$ cat config.mk
export PLATFORM = sky130hd
export DESIGN_NAME = hdcb_bank
export DESIGN_NICKNAME = d
export VERILOG_FILES = /design/src/shared/hdcb_pkg.sv /design/src/hw/hdcb_bank.sv
export SDC_FILE = /design/constraint.sdc
export NUM_CORES = 2
export LEC_CHECK = 0
export ABC_AREA = 0
export BUFFER_PORTS_ARGS = -buffer_cell sky130_fd_sc_hd__buf_2
export CAP_MARGIN = 30
export CELL_PAD_IN_SITES_DETAIL_PLACEMENT = 2
export CELL_PAD_IN_SITES_GLOBAL_PLACEMENT = 2
export CORE_ASPECT_RATIO = 1.2
export CORE_MARGIN = 2
export CORE_UTILIZATION = 49
export CTS_CLUSTER_DIAMETER = 150
export DETAILED_ROUTE_END_ITERATION = 10
export PLACE_DENSITY = 0.93
export SLEW_MARGIN = 20
export SYNTH_ARGS = -nofsm -noshare
export SYNTH_HDL_FRONTEND = slang
export SYNTH_SLANG_ARGS = --single-unit
$ cat constraint.sdc
create_clock -name aclk -period 14.14 [get_ports aclk]
set_input_delay 2.828 -clock aclk [delete_from_list [all_inputs] [get_ports aclk]]
set_output_delay 2.828 -clock aclk [all_outputs]
set_load 0.05 [all_outputs]
$ cat src/shared/hdcb_pkg.sv
package hdcb_pkg;
    localparam int ADDR_W = 12;
    localparam int IDX_W = 8;
    // register indexes; byte address is four times the index
    localparam logic [7:0] IDX_BUS_CURRENT = 8'h0F;
    localparam logic [7:0] IDX_POWER_DELAY = 8'h10;
    localparam logic [7:0] IDX_LANG_HIGH = 8'h11;
    localparam logic [7:0] IDX_LANG_LOW = 8'h12;
    localparam logic [7:0] IDX_MAKER_LEN = 8'h13;
    localparam logic [7:0] IDX_PRODUCT_LEN = 8'h14;
    localparam logic [7:0] IDX_SERIAL_LEN = 8'h15;
    localparam logic [7:0] IDX_MAKER_TEXT = 8'h16;
    localparam logic [7:0] IDX_PRODUCT_TEXT = 8'h54;
    localparam logic [7:0] IDX_SERIAL_TEXT = 8'h92;
    localparam logic [7:0] IDX_LAST = 8'hCF;
    localparam logic [7:0] IDX_STATUS = 8'hE0;
    localparam int STORE_DEPTH = 193;
    localparam logic [7:0] REG_RESET = 8'h00;
    localparam logic [4:0] MAX_CHARS = 5'h1F;
    localparam int TEXT_BYTES = 62;
    localparam int CURRENT_UNIT_MA = 2;
    localparam int DELAY_UNIT_MS = 2;
    localparam logic [1:0] RESP_OKAY = 2'h0;
    localparam logic [1:0] RESP_SLVERR = 2'h2;

    typedef enum logic [1:0] {SEL_MAKER, SEL_PRODUCT, SEL_SERIAL, SEL_LANG} hdcb_sel_t;

    typedef struct packed {
        logic valid;
        hdcb_sel_t sel;
        logic [4:0] idx;
    } hdcb_req_t;

    typedef struct packed {
        logic valid;
        logic beyond;
        logic last;
        logic [15:0] ch;
    } hdcb_ans_t;
endpackage

$ cat src/hw/hdcb_bank.sv
// Register access over AXI4-Lite was decided locally.
`timescale 1ns/1ps
// How it works
// RL1: current budget byte counts 2 mA units drawn from upstream VBUS.
// RL2: software makes the budget cover hub silicon plus VBUS-powered board.
// RL3: software leaves embedded compound peripherals out of the budget.
// RL4: power-on delay byte counts 2 ms units until port power good.
// RL5: programmed power-on delay stays readable by host software.
// RL6: language code upper byte comes from the high register.
// RL7: language code lower byte comes from the low register.
// RL8: software keeps each text length at 31 characters or fewer.
// RL9: each text region holds at most 31 UTF-16LE characters, 62 bytes.
// RL10: character low byte at lower index, high byte next, ascending.
// RL11: maker text bytes sit at indexes 16h through 53h.
// RL12: product text bytes sit at indexes 54h through 91h.
// RL13: serial text bytes sit at indexes 92h through CFh.
// RL14: descriptor fetch returns only length characters from region start.
module hdcb_bank
(
    input wire logic aclk,
    input wire logic aresetn,
    input wire logic [hdcb_pkg::ADDR_W-1:0] s_axi_awaddr,
    input wire logic s_axi_awvalid,
    output logic s_axi_awready,
    input wire logic [31:0] s_axi_wdata,
    input wire logic [3:0] s_axi_wstrb,
    input wire logic s_axi_wvalid,
    output logic s_axi_wready,
    output logic [1:0] s_axi_bresp,
    output logic s_axi_bvalid,
    input wire logic s_axi_bready,
    input wire logic [hdcb_pkg::ADDR_W-1:0] s_axi_araddr,
    input wire logic s_axi_arvalid,
    output logic s_axi_arready,
    output logic [31:0] s_axi_rdata,
    output logic [1:0] s_axi_rresp,
    output logic s_axi_rvalid,
    input wire logic s_axi_rready,
    input wire hdcb_pkg::hdcb_req_t desc_req,
    output hdcb_pkg::hdcb_ans_t desc_ans,
    output logic [9:0] bus_current_ma,
    output logic [8:0] power_good_delay_ms,
    output logic [15:0] language_code
);
    import hdcb_pkg::*;

    logic [7:0] mem_reg [0:STORE_DEPTH-1];
    logic aw_hold_reg;
    logic w_hold_reg;
    logic [ADDR_W-1:0] aw_addr_reg;
    logic [7:0] w_byte_reg;
    logic w_lane_reg;

    // store offset (index minus 0Fh) for a byte address, 100h for the status index, or all ones when unmapped
    function automatic logic [8:0] decode(input logic [ADDR_W-1:0] a);
        logic [ADDR_W-3:0] idx;
        idx = a[ADDR_W-1:2];
        decode = 9'h1FF;
        if (a[1:0] == 2'h0 && idx >= (ADDR_W-2)'(IDX_BUS_CURRENT) && idx <= (ADDR_W-2)'(IDX_LAST))
        begin
            decode = {1'b0, 8'(idx[7:0] - IDX_BUS_CURRENT)};
        end
        else if (a[1:0] == 2'h0 && idx == (ADDR_W-2)'(IDX_STATUS))
        begin
            decode = 9'h100;
        end
    endfunction

    function automatic logic [7:0] text_base(input hdcb_sel_t s);
        case (s)
            SEL_MAKER: text_base = IDX_MAKER_TEXT - IDX_BUS_CURRENT; // [RL11]
            SEL_PRODUCT: text_base = IDX_PRODUCT_TEXT - IDX_BUS_CURRENT; // [RL12]
            default: text_base = IDX_SERIAL_TEXT - IDX_BUS_CURRENT; // [RL13]
        endcase
    endfunction

    // write channel, plus read address decode and read handshake
    wire aw_fire = s_axi_awvalid && s_axi_awready;
    wire w_fire = s_axi_wvalid && s_axi_wready;
    wire aw_have = aw_hold_reg || aw_fire;
    wire w_have = w_hold_reg || w_fire;
    wire do_write = aw_hold_reg && w_hold_reg && !s_axi_bvalid;
    wire [8:0] wr_dec = decode(aw_addr_reg);
    wire wr_store = !wr_dec[8] && w_lane_reg;
    wire [8:0] rd_dec = decode(s_axi_araddr);
    wire ar_fire = s_axi_arvalid && s_axi_arready;
    wire rvalid_next = (s_axi_rvalid && !s_axi_rready) || ar_fire;
    wire aw_hold_next = aw_have && !do_write;
    wire w_hold_next = w_have && !do_write;

    // text lengths above the region size are flagged and clamped
    logic [2:0] len_over;
    logic [4:0] len_eff [0:2];
    genvar g;
    generate
        for (g = 0; g < 3; g++)
        begin : g_len
            wire [7:0] len = mem_reg[8'(IDX_MAKER_LEN - IDX_BUS_CURRENT) + 8'(g)];
            assign len_over[g] = len > 8'(MAX_CHARS);
            assign len_eff[g] = len_over[g] ? MAX_CHARS : len[4:0]; // [RL9]
        end
    endgenerate

    wire [7:0] status_byte = {5'h00, len_over};
    wire [7:0] rd_byte = rd_dec[8] ? status_byte : mem_reg[rd_dec[7:0]]; // [RL5]

    // descriptor fetch
    wire is_lang = desc_req.sel == SEL_LANG;
    wire [4:0] req_count = is_lang ? 5'h01 : len_eff[desc_req.sel];
    wire req_beyond = desc_req.idx >= req_count; // [RL14]
    // one bit wider so that index 31 cannot wrap onto a zero length
    wire req_last = ({1'b0, desc_req.idx} + 6'h01) == {1'b0, req_count};
    wire [7:0] char_lo = text_base(desc_req.sel) + {2'h0, desc_req.idx, 1'b0}; // [RL10]
    wire [15:0] text_char = {mem_reg[char_lo + 8'h01], mem_reg[char_lo]}; // [RL10]
    wire [15:0] lang_char = {mem_reg[IDX_LANG_HIGH - IDX_BUS_CURRENT],
                             mem_reg[IDX_LANG_LOW - IDX_BUS_CURRENT]}; // [RL6] [RL7]
    wire [15:0] req_char = req_beyond ? 16'h0000 : (is_lang ? lang_char : text_char);

    always_ff @(posedge aclk)
    begin
        if (!aresetn)
        begin
            aw_hold_reg <= 1'b0;
            w_hold_reg <= 1'b0;
            aw_addr_reg <= '0;
            w_byte_reg <= REG_RESET;
            w_lane_reg <= 1'b0;
            s_axi_awready <= 1'b0;
            s_axi_wready <= 1'b0;
            s_axi_bvalid <= 1'b0;
            s_axi_bresp <= RESP_OKAY;
        end
        else
        begin
            aw_hold_reg <= aw_hold_next;
            w_hold_reg <= w_hold_next;
            s_axi_awready <= !aw_hold_next;
            s_axi_wready <= !w_hold_next;
            if (aw_fire)
            begin
                aw_addr_reg <= s_axi_awaddr;
            end
            if (w_fire)
            begin
                w_byte_reg <= s_axi_wdata[7:0];
                w_lane_reg <= s_axi_wstrb[0];
            end
            if (do_write)
            begin
                s_axi_bvalid <= 1'b1;
                s_axi_bresp <= (wr_dec == 9'h1FF) ? RESP_SLVERR : RESP_OKAY;
            end
            else if (s_axi_bready)
            begin
                s_axi_bvalid <= 1'b0;
            end
        end
    end

    // byte store; status index is read only
    always_ff @(posedge aclk)
    begin
        for (int i = 0; i < STORE_DEPTH; i++)
        begin
            if (!aresetn)
            begin
                mem_reg[i] <= REG_RESET;
            end
            else if (do_write && wr_store && wr_dec[7:0] == 8'(i))
            begin
                mem_reg[i] <= w_byte_reg;
            end
        end
    end

    always_ff @(posedge aclk)
    begin
        if (!aresetn)
        begin
            s_axi_arready <= 1'b0;
            s_axi_rvalid <= 1'b0;
            s_axi_rdata <= '0;
            s_axi_rresp <= RESP_OKAY;
        end
        else
        begin
            s_axi_rvalid <= rvalid_next;
            s_axi_arready <= !rvalid_next;
            if (ar_fire)
            begin
                s_axi_rdata <= (rd_dec == 9'h1FF) ? 32'h0000_0000 : {24'h00_0000, rd_byte};
                s_axi_rresp <= (rd_dec == 9'h1FF) ? RESP_SLVERR : RESP_OKAY;
            end
        end
    end

    always_ff @(posedge aclk)
    begin
        if (!aresetn)
        begin
            desc_ans <= '0;
            bus_current_ma <= '0;
            power_good_delay_ms <= '0;
            language_code <= '0;
        end
        else
        begin
            desc_ans.valid <= desc_req.valid;
            desc_ans.beyond <= req_beyond;
            desc_ans.last <= req_last;
            desc_ans.ch <= req_char;
            bus_current_ma <= 10'(mem_reg[0]) * 10'(CURRENT_UNIT_MA); // [RL1]
            power_good_delay_ms <= 9'(mem_reg[1]) * 9'(DELAY_UNIT_MS); // [RL4]
            language_code <= lang_char; // [RL6] [RL7]
        end
    end

    property p_rl1;
        @(posedge aclk) disable iff (!aresetn)
        $stable(mem_reg[0]) |=> bus_current_ma == {1'b0, $past(mem_reg[0]), 1'b0};
    endproperty
    a_rl1: assert property (p_rl1) else $error("current budget not in 2 mA units"); // [RL1]

    property p_rl4;
        @(posedge aclk) disable iff (!aresetn)
        ##1 power_good_delay_ms == {$past(mem_reg[1]), 1'b0};
    endproperty
    a_rl4: assert property (p_rl4) else $error("power delay not in 2 ms units"); // [RL4]

    property p_rl5;
        @(posedge aclk) disable iff (!aresetn)
        ar_fire && s_axi_araddr == ADDR_W'({IDX_POWER_DELAY, 2'h0})
        |=> s_axi_rvalid && s_axi_rresp == RESP_OKAY && s_axi_rdata == {24'h0, $past(mem_reg[1])};
    endproperty
    a_rl5: assert property (p_rl5) else $error("power delay read wrong"); // [RL5]

    property p_rl6;
        @(posedge aclk) disable iff (!aresetn)
        ##1 language_code[15:8] == $past(mem_reg[2]);
    endproperty
    a_rl6: assert property (p_rl6) else $error("language upper byte wrong"); // [RL6]

    property p_rl7;
        @(posedge aclk) disable iff (!aresetn)
        desc_req.valid && desc_req.sel == SEL_LANG && desc_req.idx == 5'h00
        |=> desc_ans.ch[7:0] == $past(mem_reg[3]) && language_code[7:0] == $past(mem_reg[3]);
    endproperty
    a_rl7: assert property (p_rl7) else $error("language lower byte wrong"); // [RL7]

    property p_rl9;
        @(posedge aclk) disable iff (!aresetn)
        desc_req.valid && desc_req.idx == MAX_CHARS |=> desc_ans.valid && desc_ans.beyond;
    endproperty
    a_rl9: assert property (p_rl9) else $error("character past region returned"); // [RL9]

    property p_rl10;
        @(posedge aclk) disable iff (!aresetn)
        desc_req.valid && !req_beyond && !is_lang
        |=> desc_ans.ch == {$past(mem_reg[char_lo + 8'h01]), $past(mem_reg[char_lo])};
    endproperty
    a_rl10: assert property (p_rl10) else $error("character byte order wrong"); // [RL10]

    property p_rl11;
        @(posedge aclk) disable iff (!aresetn)
        desc_req.valid && desc_req.sel == SEL_MAKER && desc_req.idx == 5'h00 && !req_beyond
        |=> desc_ans.ch == {$past(mem_reg[8'h08]), $past(mem_reg[8'h07])};
    endproperty
    a_rl11: assert property (p_rl11) else $error("maker text misplaced"); // [RL11]

    property p_rl12;
        @(posedge aclk) disable iff (!aresetn)
        desc_req.valid && desc_req.sel == SEL_PRODUCT && desc_req.idx == 5'h00 && !req_beyond
        |=> desc_ans.ch == {$past(mem_reg[8'h46]), $past(mem_reg[8'h45])};
    endproperty
    a_rl12: assert property (p_rl12) else $error("product text misplaced"); // [RL12]

    property p_rl13;
        @(posedge aclk) disable iff (!aresetn)
        desc_req.valid && desc_req.sel == SEL_SERIAL && desc_req.idx == 5'h1E && !req_beyond
        |=> desc_ans.ch == {$past(mem_reg[8'hC0]), $past(mem_reg[8'hBF])};
    endproperty
    a_rl13: assert property (p_rl13) else $error("serial text misplaced"); // [RL13]

    property p_rl14;
        @(posedge aclk) disable iff (!aresetn)
        desc_req.valid && desc_req.sel == SEL_MAKER
        |=> desc_ans.beyond == ($past(desc_req.idx) >= $past(len_eff[0])) && desc_ans.valid;
    endproperty
    a_rl14: assert property (p_rl14) else $error("maker length not honoured"); // [RL14]

    property p_rl9_clamp;
        @(posedge aclk) disable iff (!aresetn)
        desc_req.valid && desc_req.sel == SEL_PRODUCT && desc_req.idx == 5'h1E
        && mem_reg[IDX_PRODUCT_LEN - IDX_BUS_CURRENT] > 8'(MAX_CHARS)
        |=> desc_ans.valid && !desc_ans.beyond && desc_ans.last;
    endproperty
    a_rl9_clamp: assert property (p_rl9_clamp) else $error("length not clamped"); // [RL9]

    property p_rl14_past;
        @(posedge aclk) disable iff (!aresetn)
        desc_req.valid && desc_req.idx == MAX_CHARS
        |=> desc_ans.valid && !desc_ans.last && desc_ans.ch == 16'h0000;
    endproperty
    a_rl14_past: assert property (p_rl14_past) else $error("past char not blank"); // [RL14]

    property p_rl11_edge;
        @(posedge aclk) disable iff (!aresetn)
        do_write && wr_store && aw_addr_reg == ADDR_W'({IDX_PRODUCT_TEXT - 8'h01, 2'h0})
        |=> mem_reg[IDX_PRODUCT_TEXT - IDX_BUS_CURRENT - 8'h01] == $past(w_byte_reg);
    endproperty
    a_rl11_edge: assert property (p_rl11_edge) else $error("maker end byte misplaced"); // [RL11]

    property p_wr_answer;
        @(posedge aclk) disable iff (!aresetn)
        s_axi_awvalid && s_axi_awready && s_axi_wvalid && s_axi_wready && !s_axi_bvalid
        |=> ##1 s_axi_bvalid;
    endproperty
    a_wr_answer: assert property (p_wr_answer) else $error("write answer not in two cycles");

    property p_wr_refused;
        @(posedge aclk) disable iff (!aresetn)
        do_write && aw_addr_reg[1:0] != 2'h0
        |=> s_axi_bvalid && s_axi_bresp == RESP_SLVERR;
    endproperty
    a_wr_refused: assert property (p_wr_refused) else $error("misaligned write accepted");

    property p_lane_off;
        @(posedge aclk) disable iff (!aresetn)
        do_write && !w_lane_reg && aw_addr_reg == ADDR_W'({IDX_BUS_CURRENT, 2'h0})
        |=> mem_reg[0] == $past(mem_reg[0]) && s_axi_bresp == RESP_OKAY;
    endproperty
    a_lane_off: assert property (p_lane_off) else $error("write with lane off stored");

    property p_rd_unmapped;
        @(posedge aclk) disable iff (!aresetn)
        ar_fire && rd_dec == 9'h1FF
        |=> s_axi_rvalid && s_axi_rresp == RESP_SLVERR && s_axi_rdata == 32'h0000_0000;
    endproperty
    a_rd_unmapped: assert property (p_rd_unmapped) else $error("unmapped read not refused");

    property p_status;
        @(posedge aclk) disable iff (!aresetn)
        ar_fire && s_axi_araddr == ADDR_W'({IDX_STATUS, 2'h0})
        |=> s_axi_rdata[1] == ($past(mem_reg[IDX_PRODUCT_LEN - IDX_BUS_CURRENT]) > 8'(MAX_CHARS));
    endproperty
    a_status: assert property (p_status) else $error("length flag wrong");
endmodule

==> qor_table.md, run 1 <==
| Step | Item | This run |
|:---|:---|:---|
| die | Initial Util | 49.3% |
| grt | Overall global routing resource usage | 79.4% |
| place | Number of I/O port buffers | 113 |
| logic synthesis | Post-synth EDFFs | 1544 |
| logic synthesis | Async set-or-reset flop fraction in the synthesized netlist | 0% |
| place | Setup slack after placement | 4420 ps |
| logic synthesis | Share of Yosys cell area claimed by the top area cell type | 52.1% |
| clocking | Clock root buffer | sky130_fd_sc_hd__clkbuf_16 |
| die | Height of the die | 471 µm |
| logic synthesis | Syn. warnings | 0 |
| clocking | # resized after CTS | 0 |
| die | Standard-cell row count | 171 |
| grt | Number of antenna violations at the first check in global routing | 209 |
| clocking | Clock buffer depth | 3 |
| clocking | TritonCTS Buffers | 174 |
| die | Die Span X | 393 µm |
| clocking | Number of buffers added for setup after CTS | 0 |
| run status | Last stage | 5_1_grt |
| die | IO Pins | 170 |
| logic synthesis | Ranking of synthesized cells by area | sky130_fd_sc_hd__edfxtp_1 (52%), sky130_fd_sc_hd__mux4_2 (13%), sky130_fd_sc_hd__and2_1 (11%) |
| place | RD Place Congestion | 1.01 |
| run status | Tool error message | [ERROR GRT-0232] Routing congestion too high. Check the congestion heatmap in the GUI. |
| clocking | CTS Sinks | 1633 |
| grt | Total congestion overflow | 279 |
| run status | Run status | did not finish |
| logic synthesis | Cell type with the largest total area after synthesis | sky130_fd_sc_hd__edfxtp_1 |
| grt | Largest net degree at the start of global routing | 142 |
| clocking | # H-tree levels | 4 |
| logic synthesis | Sequential element share of the synthesized area | 54.1% |
| logic synthesis | Main flop type after synthesis | sky130_fd_sc_hd__edfxtp_1 |
| logic synthesis | Commonest cells in the netlist | sky130_fd_sc_hd__edfxtp_1 (1544), sky130_fd_sc_hd__and2_1 (1524), sky130_fd_sc_hd__nand2_1 (705), sky130_fd_sc_hd__mux4_2 (521), sky130_fd_sc_hd__clkbuf_1 (450) |
| logic synthesis | Count of cell types in the netlist | 85 |
| logic synthesis | Synthesized area per cell | 12.4 µm² |
| logic synthesis | Syn Inst Count | 7170 |
| logic synthesis | Flip-flop and latch count after synthesis | 1633 |
| place | Detailed placer's ending HPWL | 319000 µm |
| clocking | Hold buffers post-CTS | 0 |
| logic synthesis | Most common cell in the netlist | sky130_fd_sc_hd__edfxtp_1 |
| logic synthesis | Post-synthesis instance area | 89000 µm² |
==> cell families after synthesis <==
kind of cell / Yosys count / share of synthesized area [%]
AOI/OAI and AO/OA: 1073 / 8.15
xor gates and xnor gates: 23 / 0.243
adders and majority gates: 14 / 0.205
buffers and inverters: 695 / 3.44
DFF: 1633 / 54.1
muxes: 779 / 16.1
other: 1 / 0.00421
and+or+nand+nor: 2952 / 17.8
==> stage by stage <==
step                std cells  instance area (µm²)  hold slack [ps]
detailed placement       9333                92400              463
CTS                      9656                98000              482
floorplan                7198                89200              436
global placement         9267                92000              444
==> metal layers <==
metal / global-route usage, % / GRT overflow
met5: 53.0 / 4
met4: 75.5 / 139
met3: 72.2 / 5
met2: 90.6 / 122
met1: 78.2 / 9
==> inputs of run 2 (changes only) <==
--- a/config.mk
+++ b/config.mk
@@ -8,14 +8,10 @@
 export ABC_AREA = 0
 export BUFFER_PORTS_ARGS = -buffer_cell sky130_fd_sc_hd__buf_2
 export CAP_MARGIN = 30
-export CELL_PAD_IN_SITES_DETAIL_PLACEMENT = 2
-export CELL_PAD_IN_SITES_GLOBAL_PLACEMENT = 2
-export CORE_ASPECT_RATIO = 1.2
 export CORE_MARGIN = 2
-export CORE_UTILIZATION = 49
-export CTS_CLUSTER_DIAMETER = 150
+export CORE_UTILIZATION = 40
 export DETAILED_ROUTE_END_ITERATION = 10
-export PLACE_DENSITY = 0.93
+export PLACE_DENSITY_LB_ADDON = 0.15
 export SLEW_MARGIN = 20
 export SYNTH_ARGS = -nofsm -noshare
 export SYNTH_HDL_FRONTEND = slang
==> run 2 against run 1 <==
Against the previous run:
- the flow now finishes without violations
- synthesized area stayed put
- synthesized cell count stayed put
==> qor_table.md, run 2 <==
| Step | Item | This run | Delta |
|:---|:---|:---|:---|
| logic synthesis | Post-synth EDFFs | 1544 | unchanged |
| worst setup path | CP Class | in -> reg |  |
| power and ir drop | Clock network fraction of design power | 39.4% |  |
| timing | Layout Skew | 56.8 ps |  |
| power and ir drop | Peak supply drop | 0.102 mV |  |
| clocking | Hold buffers post-CTS | 0 | unchanged |
| timing | Max transition margin | 21.1% |  |
| finish | Most frequent standard cell in the layout excluding fill and tap cells | sky130_fd_sc_hd__edfxtp_1 |  |
| finish | Nets@finish | 7240 |  |
| clocking | # H-tree levels | 4 | unchanged |
| logic synthesis | Post-synthesis instance area | 89000 µm² | unchanged |
| worst setup path | Critical Path Sink Type | flop |  |
| clocking | # resized after CTS | 0 | unchanged |
| logic synthesis | Sequential element share of the synthesized area | 54.1% | unchanged |
| worst setup path | Crit. path cell count | 18 |  |
| finish | Fraction of the core area covered by cells at the end of the flow | 44.9% |  |
| logic synthesis | Cell type with the largest total area after synthesis | sky130_fd_sc_hd__edfxtp_1 |  |
| worst setup path | Cell Chain, Critical Path | buf_2, nor2b_1, inv_1, ha_4, inv_1, fa_4, inv_1, ha_4, xor2_4, buf_4, buf_12, mux4_2, mux4_2, nor2b_1, a211oi_1, a21oi_1, a21oi_1, a211oi_1 |  |
| worst setup path | Flop2flop setup slack | 9390 ps |  |
| clocking | CTS tree | yes |  |
| job | MaxCap Viol Count | 0 |  |
| finish | Signed area change from the synthesized netlist to the final layout | 11.8% |  |
| worst setup path | Dominant delay contributor by cell family on the critical path | compound AO/OA/AOI/OAI gates |  |
| run status | Run status | complete, no violations |  |
| clocking | CTS Sinks | 1633 | unchanged |
| place | Number of I/O port buffers | 113 | unchanged |
| place | Detailed placer's ending HPWL | 270000 µm | -15% |
| hold path | Worst Hold Class | reg -> reg |  |
| power and ir drop | Share of total power in sequential cells | 45.1% |  |
| die | Standard-cell row count | 173 | +1.2% |
| finish | Commonest cells after routing, fill and taps aside | sky130_fd_sc_hd__edfxtp_1 (1544), sky130_fd_sc_hd__and2_1 (1523), sky130_fd_sc_hd__nand2_1 (686), sky130_fd_sc_hd__mux4_2 (521), sky130_fd_sc_hd__nor2_1 (265) |  |
| power and ir drop | LEAKAGE | 36.0 nW |  |
| place | Cells after DPL | 9909 | +6.2% |
| timing | Final period demand of the worst path | 8940 ps |  |
| timing | RSZ-0062 raised after global routing | no |  |
| place | RD Place Congestion | 1.00 | -1.1% |
| die | Initial Util | 40.1% | -9.1 points |
| detailed routing | Drc violations | 0 |  |
| logic synthesis | Count of cell types in the netlist | 85 | unchanged |
| logic synthesis | Main flop type after synthesis | sky130_fd_sc_hd__edfxtp_1 |  |
| die | Height of the die | 476 µm | +1.0% |
| worst setup path | Most common cell type on the critical path | sky130_fd_sc_hd__inv_1 |  |
| power and ir drop | Psw | 3.52 mW |  |
| worst setup path | Critical path's slowest cell | sky130_fd_sc_hd__fa_4 |  |
| detailed routing | 1st-iter DRT viols | 12300 |  |
| timing | Final TNS setup | 0 ps |  |
| power and ir drop | Total power draw | 12.4 mW |  |
| grt | Wire length of the first global-routing pass | 540000 µm |  |
| grt | Number of antenna violations at the first check in global routing | 44 |  |
| worst setup path | CP startpoint kind | input pin |  |
| worst setup path | Buffers plus inverters on the worst setup path | 6 |  |
| clocking | Clock buffer depth | 3 | unchanged |
| logic synthesis | Most common cell in the netlist | sky130_fd_sc_hd__edfxtp_1 |  |
| die | IO Pins | 170 | unchanged |
| clocking | Clock root buffer | sky130_fd_sc_hd__clkbuf_16 |  |
| logic synthesis | Synthesized area per cell | 12.4 µm² | unchanged |
| timing | Max-slew violation total from the final report | 0 |  |
| clocking | Post-CTS clock slew at the launch and capture registers of the worst setup and hold paths | 60 ps |  |
| logic synthesis | Flip-flop and latch count after synthesis | 1633 | unchanged |
| timing | Setup violators final | 0 |  |
| logic synthesis | Syn Inst Count | 7170 | unchanged |
| timing | Period utilization | 63.3% |  |
| timing | Tightest Pin Transition | 1180 ps |  |
| clocking | TritonCTS Buffers | 183 | +5.2% |
| clocking | Clock Latency Late Sink | 920 ps |  |
| power and ir drop | Switching part of the total | 28.3% |  |
| logic synthesis | Share of Yosys cell area claimed by the top area cell type | 52.1% | unchanged |
| logic synthesis | Commonest cells in the netlist | sky130_fd_sc_hd__edfxtp_1 (1544), sky130_fd_sc_hd__and2_1 (1524), sky130_fd_sc_hd__nand2_1 (705), sky130_fd_sc_hd__mux4_2 (521), sky130_fd_sc_hd__clkbuf_1 (450) |  |
| power and ir drop | Comb pwr share | 15.6% |  |
| grt | Overall global routing resource usage | 34.7% |  |
| logic synthesis | Ranking of synthesized cells by area | sky130_fd_sc_hd__edfxtp_1 (52%), sky130_fd_sc_hd__mux4_2 (13%), sky130_fd_sc_hd__and2_1 (11%) |  |
| finish | Share of final-layout standard cells stronger than drive strength 1 | 18.1% |  |
| power and ir drop | Power density normalized to cell area | 125 nW/µm² |  |
| grt | Largest net degree at the start of global routing | 158 |  |
| detailed routing | TritonRoute pass-1 iters | 7 |  |
| worst setup path | Maximum fanout encountered on the critical timing path | 52 |  |
| die | Die Span X | 476 µm | +21% |
| detailed routing | Average via count per standard cell | 6.61 |  |
| logic synthesis | Async set-or-reset flop fraction in the synthesized netlist | 0% | unchanged |
| die | Placeable core region | 222000 µm² |  |
| grt | Total congestion overflow | 0 |  |
| timing | Peak clock frequency supported by timing | 112 MHz |  |
| clocking | Number of buffers added for setup after CTS | 0 | unchanged |
| detailed routing | Overall routed net length | 399000 µm |  |
| timing | Number of hold violations in the final report | 0 |  |
| worst setup path | Worst R2R Path Depth | 7 |  |
| finish | Non-filler cells, final | 10300 |  |
| die | Area of the die | 226000 µm² |  |
| worst setup path | CP peak stage delay | 1290 ps |  |
| worst setup path | Required time at the worst-slack endpoint | 14880 ps |  |
| grt | Number of global-route vias before repair | 63500 |  |
| worst setup path | Arrival time reported for the critical path endpoint | 9690 ps |  |
| detailed routing | ANT nets after route | 0 |  |
| finish | Largest register FFs | 1544 |  |
| power and ir drop | P_int | 8.91 mW |  |
| logic synthesis | Syn. warnings | 0 | unchanged |
| detailed routing | Total number of vias | 68100 |  |
| detailed routing | Average wire per standard cell | 38.8 µm |  |
| hold path | Hold path depth | 2 |  |
[run 2: final timing paths]
check                               startpoint                            end
setup reg to reg  aw_addr_reg[11]$_SDFFE_PN0P_  mem_reg[127][1]$_SDFFCE_PN0P_
setup / recovery                   desc_req[5]        desc_ans[10]$_SDFF_PP0_
hold reg to reg   aw_addr_reg[10]$_SDFFE_PN0P_   aw_addr_reg[10]$_SDFFE_PN0P_
hold / removal    aw_addr_reg[10]$_SDFFE_PN0P_   aw_addr_reg[10]$_SDFFE_PN0P_
[run 2: per-layer routing]
metal	wire length, µm	GRT usage (%)	vias to the layer above	part of all wire [%]
li1	-	-	26900	-
met1	151000	46.6	34900	38
met2	171000	50.3	5220	43
met3	52500	10.8	995	13
met4	24800	18.5	20	6.2
met5	130	0	-	0.033
[run 2: layout make-up]
type,count,area (µm²)
flip-flops and latches,1633,48200
inverters,20,75.1
clock buffers,222,4840
fillers,20200,122000
diodes,22,55.1
repair buffers,443,3100
multi-input cells,4870,38400
well taps,2975,3720
clock inverters,110,1150
[run 2: through the flow]
stage | cell area (µm²) | hold slack, ps | setup slack (ps)
CTS | 99200 | 458 | 5520
detailed placement | 93200 | 448 | 4570
global route | 99500 | 488 | 5190
finish | 99600 | 454 | 5200
floorplan | 89200 | 436 | 7550
global placement | 92800 | 446 | 4520
[run 2: cell families after synthesis]
| logic type | Yosys count | share of synthesized area, % |
|---|---|---|
| mux | 779 | 16.1 |
| xor+xnor | 23 | 0.243 |
| flops | 1633 | 54.1 |
| simple gates | 2952 | 17.8 |
| other cells | 1 | 0.00421 |
| fa+ha+maj | 14 | 0.205 |
| buf+inv | 695 | 3.44 |
| compound gates | 1073 | 8.15 |
[run 2: worst reg2reg max path, cell delays in order, from the launching register on]
cell                      delay, ps
sky130_fd_sc_hd__dfxtp_1        310
sky130_fd_sc_hd__nor4_1         660
sky130_fd_sc_hd__o311a_1        430
sky130_fd_sc_hd__nand2_1        170
sky130_fd_sc_hd__nor2_2         890
sky130_fd_sc_hd__nand2_1        780
sky130_fd_sc_hd__o21ai_0        990
sky130_fd_sc_hd__buf_4          280
[run 2: power by group through the flow]
| stage | clock, mW | combinational (mW) | sequential [mW] |
|---|---|---|---|
| floorplan | 0 | 1.09 | 5.64 |
| global placement | 0 | 1.84 | 5.70 |
| detailed placement | 0 | 1.86 | 5.70 |
| CTS | 4.90 | 1.86 | 5.60 |
| global route | 5.08 | 1.95 | 5.61 |
| finish | 4.89 | 1.94 | 5.60 |
No activity file was read; power rests on OpenSTA's default activity.
